File: config.mk
export PLATFORM = sky130hd
export DESIGN_NAME = ccac_cluster
export DESIGN_NICKNAME = d
export VERILOG_FILES = /design/src/ccac_pkg.sv /design/src/ccac_cluster.sv /design/src/ccac_element.sv
export VERILOG_INCLUDE_DIRS = /design/src /design/src/src
export SDC_FILE = /design/constraint.sdc
export NUM_CORES = 1
export LEC_CHECK = 0
export BUFFER_PORTS_ARGS = -buffer_cell sky130_fd_sc_hd__buf_2
export CORE_MARGIN = 8
export CORE_UTILIZATION = 40
export CTS_CLUSTER_SIZE = 20
export DETAILED_ROUTE_END_ITERATION = 8
export GPL_TIMING_DRIVEN = 0
export MAX_ROUTING_LAYER = met4
export PLACE_DENSITY = 0.7
export SYNTH_ARGS = -nofsm -noshare
export SYNTH_HDL_FRONTEND = slang
export SYNTH_SLANG_ARGS = --single-unit
File: constraint.sdc
create_clock -name clk -period 4.2 [get_ports clk]
set_clock_uncertainty 0.15 [all_clocks]
set_input_delay 0 -clock clk [delete_from_list [all_inputs] [get_ports clk]]
set_output_delay 0 -clock clk [all_outputs]
set_load 0.05 [all_outputs]
File: src/ccac_params.svh
`ifndef CCAC_PARAMS_SVH
`define CCAC_PARAMS_SVH

// ==========================================================
// cluster geometry
`define CCAC_ELEMENTS 10
`define CCAC_LUT_W 16
`define CCAC_LUT_SEL_W 4
`define CCAC_ROW_CLOCKS 8
`define CCAC_ROW_SEL_W 3

// ==========================================================
// carry and clear constants
`define CCAC_ADD_CARRY 1'b0
`define CCAC_SUB_CARRY 1'b1
`define CCAC_ONE_CHAIN_CARRY 1'b1
`define CCAC_REG_CLEAR 1'b0

`endif

File: src/ccac_pkg.sv
package ccac_pkg;

	// ==========================================================
	// element operating mode
	typedef enum logic [0:0]
	{
		CCAC_MODE_NORMAL = 1'b0,
		CCAC_MODE_ARITH = 1'b1
	} ccac_mode_t;

endpackage : ccac_pkg

File: src/ccac_cluster.sv
`timescale 1ns/1ps
`include "ccac_params.svh"

module ccac_cluster
#(
	parameter int ELEMENTS = `CCAC_ELEMENTS,
	parameter int ROW_CLOCKS = `CCAC_ROW_CLOCKS
)
(
	// clock and reset
	input wire logic clk,
	input wire logic srst,
	// cluster-wide controls
	input wire logic add_sub_select,
	input wire logic cluster_carry_in,
	input wire logic cluster_aclr,
	// row clock lines
	input wire logic [ROW_CLOCKS-1:0] cluster_row_clock,
	input wire logic [`CCAC_ROW_SEL_W-1:0] row_clock_sel,
	// element configuration
	input wire logic [ELEMENTS-1:0] elem_mode,
	input wire logic [ELEMENTS*`CCAC_LUT_W-1:0] lut_mask,
	input wire logic [ELEMENTS-1:0] lut_chain_en,
	input wire logic [ELEMENTS-1:0] reg_chain_en,
	input wire logic [ELEMENTS-1:0] route_sel,
	// element data from local routing
	input wire logic [ELEMENTS-1:0] data_a,
	input wire logic [ELEMENTS-1:0] data_b,
	input wire logic [ELEMENTS-1:0] data_c,
	input wire logic [ELEMENTS-1:0] data_d,
	// chain inputs from the cluster above
	input wire logic lut_chain_in,
	input wire logic reg_chain_in,
	// routing outputs
	output logic [ELEMENTS-1:0] route_comb_q,
	output logic [ELEMENTS-1:0] elem_reg_q,
	output logic [ELEMENTS-1:0] route_mix_q,
	// chain outputs to the cluster below
	output logic lut_chain_out_q,
	output logic reg_chain_out,
	output logic cluster_carry_out_q
);

	// ==========================================================
	// row clock selection
	// row lines come from outside this clock, so three stages
	logic [ROW_CLOCKS-1:0] row_s1_q;
	logic [ROW_CLOCKS-1:0] row_s2_q;
	logic [ROW_CLOCKS-1:0] row_s3_q;
	logic [ROW_CLOCKS-1:0] row_lvl_q;
	logic [ROW_CLOCKS-1:0] row_rise;
	logic tick;

	always_ff @(posedge clk)
	begin
		if (srst)
		begin
			row_s1_q <= '0;
			row_s2_q <= '0;
			row_s3_q <= '0;
		end
		else
		begin
			row_s1_q <= cluster_row_clock;
			row_s2_q <= row_s1_q;
			row_s3_q <= row_s2_q;
		end
	end

	// level moves only when stages two and three agree
	always_ff @(posedge clk)
	begin
		if (srst)
			row_lvl_q <= '0;
		else
			row_lvl_q <= (row_s2_q & row_s3_q)
				| (row_lvl_q & (row_s2_q | row_s3_q));
	end

	assign row_rise = row_s2_q & row_s3_q & ~row_lvl_q;
	assign tick = row_rise[row_clock_sel];

	// ==========================================================
	// elements and chains
	logic [ELEMENTS:0] carry_zero;
	logic [ELEMENTS:0] carry_one;
	logic [ELEMENTS:0] lut_link;
	logic [ELEMENTS:0] reg_link;
	logic [ELEMENTS-1:0] comb;
	logic [ELEMENTS-1:0] elem_d;

	// element zero holds the lsb and gets the select as its carry
	assign carry_zero[0] = add_sub_select ? `CCAC_SUB_CARRY
		: `CCAC_ADD_CARRY;
	assign carry_one[0] = `CCAC_ONE_CHAIN_CARRY;
	// chain ends enter from the cluster above and leave to the cluster below
	assign lut_link[0] = lut_chain_in;
	assign reg_link[0] = reg_chain_in;
	assign reg_link[ELEMENTS:1] = elem_reg_q;

	genvar k;
	generate
		for (k = 0; k < ELEMENTS; k++)
		begin : g_elem
			ccac_element u_element
			(
				.data_a(data_a[k]),
				.data_b(data_b[k]),
				.data_c(data_c[k]),
				.data_d(data_d[k]),
				.add_sub_select(add_sub_select),
				.cluster_carry_in(cluster_carry_in),
				.carry_input_zero(carry_zero[k]),
				.carry_input_one(carry_one[k]),
				.lut_chain_in(lut_link[k]),
				.mode(ccac_pkg::ccac_mode_t'(elem_mode[k])),
				.lut_chain_en(lut_chain_en[k]),
				.lut_mask(lut_mask[k*`CCAC_LUT_W +: `CCAC_LUT_W]),
				.comb_out(comb[k]),
				.carry_output_zero(carry_zero[k+1]),
				.carry_output_one(carry_one[k+1])
			);
			assign lut_link[k+1] = comb[k];
			// register source: own lookup or the register above
			assign elem_d[k] = reg_chain_en[k] ? reg_link[k]
				: comb[k];
		end
	endgenerate

	// ==========================================================
	// element registers
	// shared clear acts without the clock; the cost is a reset
	// path that is asynchronous to clk in every element
	always_ff @(posedge clk or posedge cluster_aclr)
	begin
		if (cluster_aclr)
			elem_reg_q <= {ELEMENTS{`CCAC_REG_CLEAR}};
		else if (srst)
			elem_reg_q <= {ELEMENTS{`CCAC_REG_CLEAR}};
		else if (tick)
			elem_reg_q <= elem_d;
	end

	assign reg_chain_out = elem_reg_q[ELEMENTS-1];

	// ==========================================================
	// routing outputs
	// unregistered results are retimed once so every port is a flop
	always_ff @(posedge clk)
	begin
		if (srst)
		begin
			route_comb_q <= '0;
			route_mix_q <= '0;
		end
		else
		begin
			route_comb_q <= comb;
			route_mix_q <= (route_sel & elem_reg_q)
				| (~route_sel & comb);
		end
	end

	always_ff @(posedge clk)
	begin
		if (srst)
		begin
			lut_chain_out_q <= 1'b0;
			cluster_carry_out_q <= 1'b0;
		end
		else
		begin
			lut_chain_out_q <= lut_link[ELEMENTS];
			cluster_carry_out_q <= cluster_carry_in
				? carry_one[ELEMENTS] : carry_zero[ELEMENTS];
		end
	end

	logic carry_ref;
	assign carry_ref = (data_a[0] & (data_b[0] ^ add_sub_select))
		| ((data_a[0] ^ data_b[0] ^ add_sub_select)
		& add_sub_select);
endmodule : ccac_cluster

File: src/ccac_element.sv
`timescale 1ns/1ps
`include "ccac_params.svh"

module ccac_element
(
	// local routing data
	input wire logic data_a,
	input wire logic data_b,
	input wire logic data_c,
	input wire logic data_d,
	// cluster-wide and chain inputs
	input wire logic add_sub_select,
	input wire logic cluster_carry_in,
	input wire logic carry_input_zero,
	input wire logic carry_input_one,
	input wire logic lut_chain_in,
	// configuration
	input wire ccac_pkg::ccac_mode_t mode,
	input wire logic lut_chain_en,
	input wire logic [`CCAC_LUT_W-1:0] lut_mask,
	// results
	output logic comb_out,
	output logic carry_output_zero,
	output logic carry_output_one
);

	// ==========================================================
	// helpers
	function automatic logic maj3(input logic x, input logic y,
		input logic z);
	begin
		maj3 = (x & y) | (x & z) | (y & z);
	end
	endfunction : maj3

	function automatic logic lut_pick(
		input logic [`CCAC_LUT_W-1:0] mask,
		input logic [`CCAC_LUT_SEL_W-1:0] sel);
	begin
		lut_pick = mask[sel];
	end
	endfunction : lut_pick

	// ==========================================================
	// datapath
	logic b_eff;
	logic first_in;
	logic carry_sel;

	// subtraction inverts b inside the cluster
	assign b_eff = data_b ^ add_sub_select;
	// fast chain input replaces data_a, no local routing used
	assign first_in = lut_chain_en ? lut_chain_in : data_a;
	assign carry_sel = cluster_carry_in ? carry_input_one
		: carry_input_zero;

	always_comb
	begin
		case (mode)
			ccac_pkg::CCAC_MODE_ARITH:
				comb_out = data_a ^ b_eff ^ carry_sel;
			ccac_pkg::CCAC_MODE_NORMAL:
				comb_out = lut_pick(lut_mask,
					{data_d, data_c, data_b, first_in});
			default:
				comb_out = lut_pick(lut_mask,
					{data_d, data_c, data_b, first_in});
		endcase
	end

	// both carry-select chains ripple to the next element
	assign carry_output_zero = maj3(data_a, b_eff, carry_input_zero);
	assign carry_output_one = maj3(data_a, b_eff, carry_input_one);

endmodule : ccac_element

==> impl.org <==
** Critical path
- The slowest stage of the critical path is the mux4_2 cell.
- Max incr delay on CP :: 0.56 ns
- In this run the critical register-to-register path is captured at elem_reg_q[8].
- By startpoint and endpoint, the worst setup path is classified as in2reg.
- The critical path starts at add_sub_select.
- Data on the critical path arrives at its endpoint at 8.61 ns.
- Number of cell instances on the worst register-to-register path :: 8
- The startpoint identified for the worst register-to-register timing path is row_s2_q[4].
- The worst setup path is launched from an input port.
- Required time at the endpoint of the critical path :: 4.26 ns
- Category of the worst setup path capture point :: register
- Reg-to-reg setup timing slack :: 1.61 ns
- Along the worst path, the maximum fanout reaches 7.
- Following the worst setup path forward leads to its endpoint at route_comb_q[9].

** Route
- In this run the remaining antenna-violating nets after routing total 0.
- DRC violation count after routing :: 0
- The routed layout has 6741 vias.
- Initial drt markers :: 327
- The first detailed-routing pass took 7 iterations.
- Detail-routed via count per cell :: 5.46
- In the final routed layout, each cell accounts on average for 17.4 um.
- Total detailed-routing wirelength :: 21.5 mm

** Synthesis
- The cell area that synthesis handed to floorplanning was 0.00565 mm2.
- Number of storage elements in the synthesis netlist :: 63
- Most common cell in the netlist :: nor2_1
- Count of mapped cells out of synthesis :: 687
- After synthesis, flip-flops and latches occupy 23.2% of the total area.
- Total nets after synthesis :: 955
- The synthesized design spends more area on one cell type than any other, namely dfxtp_1.
- Post-synth EDFFs :: 0
- Async S/R FF share, synth :: 15.9%
- Top cells by area in the synthesized netlist :: dfxtp_1, mux2i_1, nor2_1
- The Yosys step of the flow raised 0 warnings.
- Top post-synthesis cells by count :: nor2_1, dfxtp_1, mux2i_1, a21oi_1, nand2_1
- Share of the synthesized area in the top cell type :: 18.8%
- Averaged over all synthesized cells, the footprint is 8.22 um2.
- Most instantiated flip-flop cell in the synthesis netlist :: dfxtp_1
- Number of different library cells in the post-synthesis netlist :: 85

** Cells and area
- The area growth from synthesis to layout is 51.7%.
- Once layout is complete, the utilization of the core stands at 62.0%.
- Counting the fill cells in the layout gives 1273.
- Filler-free cell count of the finished design :: 1234
- Summing all flip-flop and latch instances after layout gives 0.00131 mm2.
- Summing all multi-input logic gate instances after layout gives 0.00440 mm2.
- Ratio of cells with drive above 1 in the final layout :: 40.1%
- The final layout contains 1316 nets.

** STA
- The count of pins over their slew limit is 0.
- Of the available clock period, the critical path in the final layout requires 203%.
- Setup repair after global routing missed its margin :: true
- Setup violations remaining at the end of the flow were counted as 17.
- Max-slew headroom at the worst pin :: 39.2%
- Transition time at the pin with the least slew margin :: 0.907 ns
- Hold Violations, Final :: 0
- Timing would allow up to 117 MHz.
- The routed design could run at a clock period as short as 8.54 ns.
- Post-route setup slack :: -4.34 ns
- In the final timing run, aggregate negative setup slack is -35.09 ns.

** Worst hold path
- Class of the tightest hold or removal check :: in2reg

** Clocking
- Clk sinks :: 63
- The clock passes through at most 2 buffers.
- Number of H-tree levels :: 3
- TritonCTS built the clock tree.
- The clock reaches the later pin of the worst-skew pair after 0.33 ns.
- Clock-pin slew reported for the worst setup and hold paths after clock tree synthesis :: 0.06 ns
- Clock buffers created by TritonCTS :: 9
- The tree is rooted in a clkbuf_16.

** GRT
- The number of global-route vias before repair was 6873.
- Entering global routing, the biggest net connects 13 pins.
- In the global route stage, overall resource usage came out at 23.2%.
- The first global-routing pass estimated 33.5 mm of wire.
- For this run the aggregate overflow at the end of global routing stands at 0.
- The initial antenna violation count came to 0.

** Placement
- After detailed placement, the design holds a cell count of 1150.
- Routability-driven placement finished with a final weighted congestion of 0.975.
- Post-detailed-placement half-perimeter wirelength :: 16.9 mm
- Buffers on Ports :: 283

** Die
- Die H :: 135 um
- 291 I/O pins were placed.
- The die covers 0.0182 mm2.
- The floorplan has 43 rows.
- DIE WIDTH :: 135 um
- Effective utilization at floorplan :: 40.8%
- The total area inside the core boundary comes to 0.0138 mm2.

** Job
- The tool flagged a number of max-cap violations equal to 0.

** Power
- In this run the static leakage power is 3.91 nW.
- IR analysis of the VDD net gives a maximum drop of 0.150 mV.
- Power spread over the standard cell area amounts to 296 mW/mm2.

** Status
- The flow ran to the end, but the final reports show violations.
- Failing checks :: setup timing
==> per-layer routing <==
layer  wire (um)  up-vias  global-route usage, %
li1            -     3303                      -
met1        8890     3131                   27.1
met2       10800      259                   39.5
met3        1270       48                   4.01
met4         563        0                   7.67
met5           0        -                      -
==> cell type report <==
| type | count | share of cell area, % |
|---|---|---|
| diodes | 1 | 0.0292 |
| plain buffers | 29 | 1.81 |
| clock buffers | 10 | 2.79 |
| clock inverters | 6 | 1.10 |
| inverters | 27 | 1.18 |
| multi-input cells | 568 | 51.4 |
| flip-flops and latches | 63 | 15.3 |
| well taps | 180 | 2.63 |
| repair buffers | 350 | 23.8 |
==> worst max-delay path, delay by kind of cell <==
| kind | cells | cell delay, ns |
|---|---|---|
| AOI/OAI and AO/OA | 16 | 3.91 |
| xor gates and xnor gates | 1 | 0.14 |
| adders and majority gates | 1 | 0.23 |
| buffers and inverters | 4 | 0.55 |
| muxes | 6 | 2.29 |
| and+or+nand+nor | 6 | 1.48 |
==> where the power goes <==
group	switching (mW)	internal (mW)	leakage, nW	total [mW]
sequential	0.0207	0.641	0.572	0.662
combinational	0.589	0.471	3.18	1.06
clock	0.277	0.538	0.159	0.815
total	0.887	1.65	3.91	2.54
==> sequential cells by signal, summed over array words and instances (netlist names) <==
register / count
elem_reg_q: 10
route_comb_q: 10
route_mix_q: 10
row_lvl_q: 8
row_s1_q: 8
row_s2_q: 8
row_s3_q: 8
cluster_carry_out_q: 1
==> through the flow <==
| stage | setup slack [ns] | total power [mW] | hold WS (ns) | instance area, um2 |
|---|---|---|---|---|
| 2_1_floorplan | -4.33 | 1.29 | -0.310 | 5720 |
| 3_3_place_gp | -5.66 | 1.58 | -0.116 | 7360 |
| 3_5_place_dp | -5.54 | 1.59 | -0.113 | 7360 |
| 4_1_cts | -4.41 | 2.51 | 0.0253 | 8390 |
| 5_1_grt | -4.69 | 2.67 | 0.0777 | 8570 |
| 6_report | -4.34 | 2.54 | 0.0347 | 8570 |
==> worst min path at each step <==
stage	start	to	slack (ns)	depth (start not counted)
5_1_grt	elem_mode[4]	route_comb_q[4]	0.08	5
6_report	elem_mode[4]	route_comb_q[4]	0.03	5
3_3_place_gp	cluster_aclr	elem_reg_q[1]	-0.12	2
3_5_place_dp	cluster_aclr	elem_reg_q[2]	-0.11	2
2_1_floorplan	cluster_aclr	elem_reg_q[0]	-0.31	1
4_1_cts	elem_mode[4]	route_comb_q[4]	0.03	5
==> cell families (layout without fill, tap and decap cells) <==
logic type | after synthesis | count (layout) | share of synthesized area (%)
flops | 63 | 63 | 23.2
other cells | 0 | 1 | 0
simple gates | 244 | 244 | 21.7
xor+xnor | 17 | 17 | 2.64
compound gates | 208 | 208 | 25.9
fa+ha+maj | 10 | 10 | 2.22
buf+inv | 56 | 422 | 4.05
mux | 89 | 89 | 20.3
==> timing repair <==
item | in CTS | in global routing
hold endpoints to repair | 47 | 0
gates resized for setup | 26 | 23
endpoints found under the setup margin | 19 | 19
pin swaps | 38 | 31
setup buffers | 19 | 7
hold buffers | 42 | 0
==> placed cells by master (no fill, tap or decap), types with 6 or more instances in the layout <==
cell type      synthesis  layout
clkbuf_16              0       9
nor2_1                80      80
a211oi_1              21      16
mux4_2                13      16
or2_2                 10       8
nand2_1               43      43
nor3_1                15      14
buf_4                  2      26
mux2i_1               53      51
buf_2                  3     284
xor2_1                12      12
dfxtp_1               53      53
nor2b_1               41      41
ha_1                  10       9
mux2_2                13      13
clkbuf_1              23      21
dfrtp_1               10      10
nand2b_1              14      14
o21ai_0               42      39
and2_1                 7       7
inv_1                 26      26
dlygate4sd3_1          0      42
nand3_1                6       6
a21oi_1               52      50
a221oi_1               7       6
Power figures use the tool's default switching activity.
